File: config.mk
export PLATFORM = sky130hd
export DESIGN_NAME = swt_timer
export DESIGN_NICKNAME = d
export VERILOG_FILES = /design/src/hdl/swt_pkg.sv /design/src/hdl/swt_timer.sv
export SDC_FILE = /design/constraint.sdc
export NUM_CORES = 1
export LEC_CHECK = 0
export BUFFER_PORTS_ARGS = -buffer_cell sky130_fd_sc_hd__buf_2
export CAP_MARGIN = 20
export CORE_MARGIN = 2
export CORE_UTILIZATION = 23
export CTS_CLUSTER_DIAMETER = 120
export CTS_CLUSTER_SIZE = 30
export DETAILED_ROUTE_END_ITERATION = 10
export GPL_ROUTABILITY_DRIVEN = 0
export PLACE_DENSITY = 0.49
export SYNTH_ARGS = -nofsm -noshare
export SYNTH_HDL_FRONTEND = slang
export SYNTH_SLANG_ARGS = --single-unit
File: constraint.sdc
create_clock -name clk -period 3.7 [get_ports clk]
set_clock_uncertainty 0.05 [all_clocks]
set_input_delay 0.185 -clock clk [delete_from_list [all_inputs] [get_ports clk]]
set_output_delay 0.185 -clock clk [all_outputs]
set_load 0.03 [all_outputs]
File: src/hdl/swt_pkg.sv
// package: constants and types for the service window timer
package swt_pkg;
  localparam int unsigned CLK_HZ            = 50_000_000;
  localparam int unsigned TC_NS             = 1000;
  localparam int unsigned TC_DIV            = (TC_NS * (CLK_HZ / 1_000_000)) / 1000;
  localparam logic [16:0] LOWER_CYC         = 17'h00800;
  localparam logic [16:0] UPPER_8K          = 17'h02000;
  localparam logic [16:0] UPPER_16K         = 17'h04000;
  localparam logic [16:0] UPPER_32K         = 17'h08000;
  localparam logic [16:0] UPPER_64K         = 17'h10000;
  localparam logic [4:0]  KEY_VALUE         = 5'h0C;
  localparam int unsigned WIN_MSB           = 7;
  localparam int unsigned WIN_LSB           = 6;
  localparam int unsigned KEY_MSB           = 5;
  localparam int unsigned KEY_LSB           = 1;
  localparam int unsigned CMON_BIT          = 0;
  localparam logic [1:0]  WIN_RESET         = 2'h3;
  localparam logic        CMON_RESET        = 1'b1;
  localparam logic [5:0]  HOLD_CYC          = 6'h18;
  localparam int unsigned CMON_LIMIT_NS     = 10_000_000;
  localparam logic [3:0]  REG_SERVICE       = 4'h0;
  localparam logic [3:0]  REG_STATUS        = 4'h1;
  localparam logic [3:0]  REG_IDLE_CTL      = 4'h2;
  localparam int unsigned IDLE_TICK_BIT     = 12;

  typedef struct packed {
    logic [3:0] addr;
    logic [7:0] wdata;
    logic       wr;
    logic       rd;
  } swt_bus_req_t;

  typedef struct packed {
    logic halt;
    logic idle;
    logic rc_osc;
    logic clk_delay_sel;
  } swt_mode_t;
endpackage

File: src/hdl/swt_timer.sv
// service window timer with clock monitor and open-drain fault pin
//
// Our own choices: the plain strobed port and the register offsets.
`timescale 1ns/1ps
// Contract
// (RULE1) lower bound fixed at 2048 cycles
// (RULE2) top bits pick 8k/16k/32k/64k upper bound
// (RULE3) key field bits 5..1 must be 01100
// (RULE4) bit 0 enables clock monitor
// (RULE5) inactive in reset; longest window, monitor on
// (RULE6) first keyed write configures, then locked
// (RULE7) later writes mismatching bits raise error
// (RULE8) no service before upper bound is error
// (RULE9) software never services twice per lower bound
// (RULE10) configuring write counts as a service
// (RULE11) fault drives low, holds 16-32 after low
// (RULE12) window restarts when pin senses high
// (RULE13) writes ignored while fault output active; only service writes are gated, idle-control tick clears still act
// (RULE14) monitor holds pin low while clock slow
// (RULE15) no flag above 10 kHz, flag below 10 Hz
// (RULE16) key field reads back as zeros
// (RULE17) window detector inhibited in halt, idle
// (RULE18) clock monitor stays active in halt, idle
// (RULE19) halt exit resumes or reloads window
// (RULE20) idle exit does a hardware service
// (RULE21) idle counter unreset; tick flag every 4096
// (RULE22) first service accepted anywhere, even early
// (RULE23) fault pin level sampled through buffer
module swt_timer #(
  parameter int unsigned TC_DIV_P    = swt_pkg::TC_DIV,
  parameter int unsigned CMON_TC_MAX = swt_pkg::CMON_LIMIT_NS / swt_pkg::TC_NS
) (
  input  wire logic                  clk,
  input  wire logic                  rst,
  input  wire swt_pkg::swt_bus_req_t bus,
  output logic [7:0]                 rdata,
  input  wire swt_pkg::swt_mode_t    mode,
  input  wire logic                  clock_in_pin,
  input  wire logic                  fault_in,
  output logic                       fault_out,
  output logic                       fault_oe_n,
  output logic                       idle_tick_flag
);
  import swt_pkg::*;

  // instruction cycle enable
  logic [15:0] div_reg;
  wire         tc_en = (div_reg == 16'(TC_DIV_P - 1));
  always_ff @(posedge clk or posedge rst) begin
    if (rst) div_reg <= 16'h0000;
    else div_reg <= tc_en ? 16'h0000 : div_reg + 16'h0001;
  end

  // synchronisers
  logic [1:0] pin_sync_reg;
  logic [1:0] ck_sync_reg;
  always_ff @(posedge clk or posedge rst) begin
    if (rst) begin
      pin_sync_reg <= 2'h0;
      ck_sync_reg  <= 2'h0;
    end else begin
      pin_sync_reg <= {pin_sync_reg[0], fault_in}; // RULE23
      ck_sync_reg  <= {ck_sync_reg[0], clock_in_pin};
    end
  end
  wire pin_high = pin_sync_reg[1];

  // configuration
  logic [1:0] win_reg;
  logic       cmon_reg;
  logic       cfg_done_reg;
  logic       armed_reg;

  function automatic logic [16:0] upper_of(input logic [1:0] sel);
    unique case (sel)
      2'h0: upper_of = UPPER_8K;
      2'h1: upper_of = UPPER_16K;
      2'h2: upper_of = UPPER_32K;
      2'h3: upper_of = UPPER_64K;
    endcase
  endfunction

  logic        active_reg;
  wire         svc_wr   = bus.wr && (bus.addr == REG_SERVICE) && !active_reg; // RULE13
  wire  [4:0]  wr_key   = bus.wdata[KEY_MSB:KEY_LSB];
  wire  [1:0]  wr_win   = bus.wdata[WIN_MSB:WIN_LSB];
  wire         wr_cmon  = bus.wdata[CMON_BIT];
  wire         key_ok   = (wr_key == KEY_VALUE); // RULE3
  wire         cfg_wr   = svc_wr && !cfg_done_reg; // RULE6
  wire         later_ok = key_ok && (wr_win == win_reg) && (wr_cmon == cmon_reg); // RULE7
  wire         later_wr = svc_wr && cfg_done_reg;

  // halt / idle transitions
  logic halt_d_reg;
  logic idle_d_reg;
  always_ff @(posedge clk or posedge rst) begin
    if (rst) begin
      halt_d_reg <= 1'b0;
      idle_d_reg <= 1'b0;
    end else begin
      halt_d_reg <= mode.halt;
      idle_d_reg <= mode.idle;
    end
  end
  wire halt_exit   = halt_d_reg && !mode.halt;
  wire idle_exit   = idle_d_reg && !mode.idle;
  wire halt_reload = halt_exit && !(mode.rc_osc && !mode.clk_delay_sel); // RULE19
  wire inhibit     = mode.halt || mode.idle; // RULE17

  // window counter
  logic [16:0] win_cnt_reg;
  logic        first_reg;
  wire         early     = (win_cnt_reg < LOWER_CYC) && !first_reg; // RULE1 RULE22
  wire         svc_good  = cfg_wr ? key_ok : (later_ok && !early);
  wire         svc_bad   = (cfg_wr && !key_ok) || (later_wr && !(later_ok && !early)); // RULE7
  wire         expired   = tc_en && !inhibit && armed_reg &&
                           (win_cnt_reg + 17'h00001 >= upper_of(win_reg)); // RULE2 RULE8
  wire         restart   = (svc_wr && svc_good) || idle_exit || halt_reload; // RULE10 RULE20
  wire         wd_err    = svc_bad || expired;

  always_ff @(posedge clk or posedge rst) begin
    if (rst) begin
      win_reg      <= WIN_RESET; // RULE5
      cmon_reg     <= CMON_RESET;
      cfg_done_reg <= 1'b0;
      first_reg    <= 1'b1;
    end else if (cfg_wr && key_ok) begin
      win_reg      <= wr_win; // RULE2
      cmon_reg     <= wr_cmon; // RULE4
      cfg_done_reg <= 1'b1; // RULE6
      first_reg    <= 1'b0;
    end
  end

  // window counter and arming
  logic restart_pin_reg;
  always_ff @(posedge clk or posedge rst) begin
    if (rst) begin
      win_cnt_reg <= 17'h00000;
      armed_reg   <= 1'b1;
    end else if (restart || restart_pin_reg) begin
      win_cnt_reg <= 17'h00000; // RULE12
      armed_reg   <= 1'b1;
    end else if (wd_err) begin
      armed_reg   <= 1'b0;
    end else if (tc_en && !inhibit && armed_reg) begin
      win_cnt_reg <= win_cnt_reg + 17'h00001;
    end
  end

  // clock monitor: counts instruction cycles without a rising clock_in_pin edge
  logic        ck_prev_reg;
  logic [31:0] gap_reg;
  logic        slow_reg;
  wire         ck_edge = ck_sync_reg[1] & ~ck_prev_reg;
  always_ff @(posedge clk or posedge rst) begin
    if (rst) begin
      ck_prev_reg <= 1'b0;
      gap_reg     <= 32'h00000000;
      slow_reg    <= 1'b0;
    end else begin
      ck_prev_reg <= ck_sync_reg[1];
      if (ck_edge) begin
        gap_reg  <= 32'h00000000;
        slow_reg <= 1'b0; // RULE14
      end else if (tc_en) begin
        if (gap_reg >= 32'(CMON_TC_MAX)) slow_reg <= 1'b1; // RULE15 RULE18
        else gap_reg <= gap_reg + 32'h00000001;
      end
    end
  end
  wire cmon_err = cmon_reg && slow_reg; // RULE4 RULE18

  // fault output sequencing
  typedef enum logic [1:0] {FS_IDLE, FS_DRIVE, FS_HOLD, FS_WAIT_HIGH} swt_fault_t;
  swt_fault_t  fs_reg;
  swt_fault_t  fs_next;
  logic [5:0]  hold_reg;
  wire         hold_done = tc_en && (hold_reg == HOLD_CYC);
  always_comb begin
    fs_next = fs_reg;
    unique case (fs_reg)
      FS_IDLE:      if (wd_err || cmon_err) fs_next = FS_DRIVE;
      FS_DRIVE:     if (!pin_high && !cmon_err) fs_next = FS_HOLD; // RULE11
      FS_HOLD:      if (cmon_err) fs_next = FS_DRIVE;
                    else if (hold_done) fs_next = FS_WAIT_HIGH; // RULE11 RULE14
      FS_WAIT_HIGH: if (pin_high) fs_next = FS_IDLE; // RULE12
    endcase
  end
  always_ff @(posedge clk or posedge rst) begin
    if (rst) begin
      fs_reg          <= FS_IDLE; // RULE5
      hold_reg        <= 6'h00;
      active_reg      <= 1'b0;
      restart_pin_reg <= 1'b0;
    end else begin
      fs_reg          <= fs_next;
      hold_reg        <= (fs_reg != FS_HOLD) ? 6'h00 : (tc_en ? hold_reg + 6'h01 : hold_reg);
      active_reg      <= (fs_next != FS_IDLE);
      restart_pin_reg <= (fs_reg == FS_WAIT_HIGH) && pin_high; // RULE12
    end
  end
  always_ff @(posedge clk or posedge rst) begin
    if (rst) fault_oe_n <= 1'b1;
    else fault_oe_n <= !((fs_next == FS_DRIVE) || (fs_next == FS_HOLD)); // RULE11
  end
  assign fault_out = 1'b0;

  // idle counter: no reset on purpose
  logic [IDLE_TICK_BIT:0] idle_counter = '0;
  logic                   tick_reg;
  always_ff @(posedge clk) begin
    if (tc_en) idle_counter <= idle_counter + 1'b1; // RULE21
  end
  wire tick_toggle = tc_en && (idle_counter[IDLE_TICK_BIT-1:0] == '1);
  wire tick_clr    = bus.wr && (bus.addr == REG_IDLE_CTL) && bus.wdata[0];
  always_ff @(posedge clk or posedge rst) begin
    if (rst) tick_reg <= 1'b0;
    else if (tick_toggle) tick_reg <= 1'b1; // RULE21
    else if (tick_clr) tick_reg <= 1'b0;
  end
  assign idle_tick_flag = tick_reg;

  // register read
  wire [7:0] rd_mux =
    (bus.addr == REG_SERVICE)  ? {win_reg, 5'h00, cmon_reg} : // RULE16
    (bus.addr == REG_STATUS)   ? {4'h0, slow_reg, armed_reg, active_reg, cfg_done_reg} :
    (bus.addr == REG_IDLE_CTL) ? {7'h00, tick_reg} : 8'h00;
  always_ff @(posedge clk or posedge rst) begin
    if (rst) rdata <= 8'h00;
    else rdata <= bus.rd ? rd_mux : 8'h00;
  end
endmodule

==> metrics <==
ys flop type dfrtp_1; Core Area 22400 sq um; R2R setup slack 270 ps; P_int 1.91 mW; EDFF count, synth 12; share of power burned in registers 50.6%; ANT cells 0; share of layout cells above drive strength 1 13.9%; max reg flops 32; Die Area 23900 sq um; failing checks hold timing; hpwl dp 7090 um; worst setup margin 271 ps; WP buf/inv 1; Starting DRT DRC Count 198; final worst path period share 92.7%; critical path startpoint category flop; CP max FO 32; Max-cap violations 0; simple-gate area share of the yosys netlist 22.5%; Worst VDD drop 0.000227 V; f_max 292 MHz; Tightest Pin Transition 893 ps; Data required, critical path 3920 ps; Clock Pin Slew Worst Setup and Hold Paths 70 ps; vias per std cell 4.41; Setup WS pre-CTS 135 ps; count of state elements after synthesis 109; first-pass GRT wire length 17600 um; vias in the first global route 3687; Skew-Pair Late Insertion Delay 350 ps; Synth Warn # 0; fin area 6150 sq um; Residual DRC 0; Synth Area in Adders 3.37%; xor and xnor area share after synthesis 7.57%; RSZ-0062 raised after global routing false; Sw Ratio 21.4%; Synth Cell Area 5200 sq um; Total Neg Setup Slack 0 ps; most common cell after layout, fill and taps aside dfrtp_1; Final Setup Violations 0; largest family of logic cells by synthesized area simple AND/OR/NAND/NOR gates; Combinational Power Share 4.3%; CTS sink cnt 109; Syn Area/Cell 10.3 sq um; CP arrival 3650 ps; grt total ovfl 0; Core Util, Final 27.4%; GRT Total Usage 9.08%; CP max-delay cell dfrtp_2; H-tree levels 3; commonest non-fill, non-tap cells in the layout 90 x dfrtp_1, 44 x nor2_1, 37 x nand2_1, 29 x xnor2_1, 29 x buf_2; Top Ports 33; ys async rst share 89.0%; CTS tree yes; multiplexer share of the synthesized area 1.61%; largest net degree at the start of global routing 72; max-slew violations 0; Final ANT Viol Nets 0; maximum root-to-sink buffer count 2; Initial Util 23.2%; Synth Area in Compound Gates 8.34%; Worst setup EP type flop; final hold vios 16; Cell variety after synth 51; Port Buf Inserts 29; drt wl/cell 12.3 um; Worst Path Class, Setup flop to flop; minimum hold slack -17.3 ps; HP Class input port to asynchronous set/reset pin; via count 3692; total routed wirelength 10300 um; Clk pwr share 45.1%; Mapped Cells 504; switching pwr 0.520 mW; cell family contributing the most delay on the critical path simple AND/OR/NAND/NOR gates; Final #Nets 583; Leak 2.72 nW; minimum clock period 3430 ps; status complete, but fails checks; max incr delay on CP 430 ps; dpl cell area 5720 sq um; DR pass1 iterations 4; Critical Path, Cell by Cell and4_4 -> nand2_1 -> nor2_2 -> and3_4 -> nand3_1 -> xnor2_1 -> ha_1 -> o21a_1 -> o21a_1 -> or3_1 -> a311o_1 -> buf_12 -> or3_1 -> a21oi_1; Cell Pwr Density 395 nW/um^2; total CTS buffers 9; Area growth, synth to finish 18.1%; clock root buffer master clkbuf_16; Filler cells 2330; Die Y 154 um; Max-slew headroom 40.5%; site row count 55; die width 154 um; sequential-to-total area share from yosys stat 53.7%; initial antenna violation count 0
## Yosys cell counts (all sizes together) (3+ instances only)
library cell / instances / area share [%]
mux2: 3 / 0.65
and3: 16 / 1.9
mux2i: 5 / 0.96
clkbuf: 8 / 0.60
dfrtp: 91 / 44
ha: 14 / 3.4
edfxtp: 12 / 6.9
dfstp: 6 / 3.0
nor4: 8 / 0.96
a21oi: 27 / 2.6
buf: 5 / 0.75
nor3: 7 / 0.67
o21a: 3 / 0.43
inv: 21 / 1.5
nor2b: 7 / 0.84
xor2: 16 / 2.7
nand4: 15 / 1.8
nand3: 25 / 2.5
xnor2: 29 / 4.9
or3: 24 / 2.9
nor2: 46 / 3.3
nand2b: 5 / 0.60
nand2: 37 / 2.7
and2: 23 / 2.8
o21ai: 25 / 2.4
## stage by stage
step / hold WS (ps) / std cells / power, mW
6_report: -17.3 / 837 / 2.43
5_1_grt: 42.4 / 837 / 2.53
4_1_cts: 8.42 / 835 / 2.47
3_5_place_dp: 256 / 815 / 1.35
3_3_place_gp: 252 / 815 / 1.35
2_1_floorplan: 166 / 506 / 1.32
## worst paths after layout
path                       cells past startpoint         endpoint           start
max in group asynchronous                      3       win_reg[0]             rst
hold / removal                                 2      gap_reg[17]             rst
setup reg to reg                              14  win_cnt_reg[16]  win_cnt_reg[1]
setup / recovery                              14  win_cnt_reg[16]  win_cnt_reg[1]
min in group clk                               2       win_reg[0]          bus[8]
hold reg to reg                                0   ck_sync_reg[1]  ck_sync_reg[0]
## power by group through the flow
| stage | Clock (mW) | Sequential [mW] | Combinational [mW] |
|---|---|---|---|
| floorplan | 0 | 1.26 | 0.0610 |
| detailed placement | 0 | 1.25 | 0.104 |
| CTS | 1.14 | 1.23 | 0.107 |
| finish | 1.09 | 1.23 | 0.105 |
| global placement | 0 | 1.25 | 0.101 |
| global route | 1.18 | 1.23 | 0.119 |
## worst reg2reg max path: cells and delay by family, from the launching register on
family	cells	cell delay (ps)
xor+xnor	1	160
buf+inv	1	170
simple gates	7	1490
flops	1	430
compound gates	4	750
fa+ha+maj	1	310
## logic make-up (layout without fill, tap and decap cells)
logic type	count (synthesis)	after routing
other	1	3
DFF	109	109
muxes	8	8
AOI/OAI and AO/OA	71	71
buffers and inverters	34	80
adders and majority gates	14	14
and+or+nand+nor	222	222
xor gates and xnor gates	45	45
## routing by layer
layer,global-route usage [%],routed length (um),up-vias,part of all wire [%]
met5,0,0,-,0
li1,-,-,1837,-
met1,11.9,5020,1790,49
met3,2.86,429,9,4.2
met4,2.65,119,0,1.2
met2,14.4,4710,56,46
## area by class of cell
| class | count | area (sq um) | area share, % |
|---|---|---|---|
| Tap cell | 285 | 357 | 5.80 |
| Sequential cell | 109 | 2800 | 45.5 |
| Timing Repair Buffer | 43 | 273 | 4.44 |
| Clock buffer | 11 | 264 | 4.29 |
| Inverter | 21 | 81.3 | 1.32 |
| Multi-Input combinational cell | 363 | 2300 | 37.4 |
| Clock inverter | 5 | 78.8 | 1.28 |
## repair_timing
| action | in CTS | in global routing |
|---|---|---|
| hold buffers | 4 | 0 |
| setup endpoints to repair | 0 | 15 |
| resized for setup | 0 | 9 |
| hold endpoints to repair | 4 | 0 |
| setup buffers | 0 | 1 |
(Power assumes the default switching activity.)
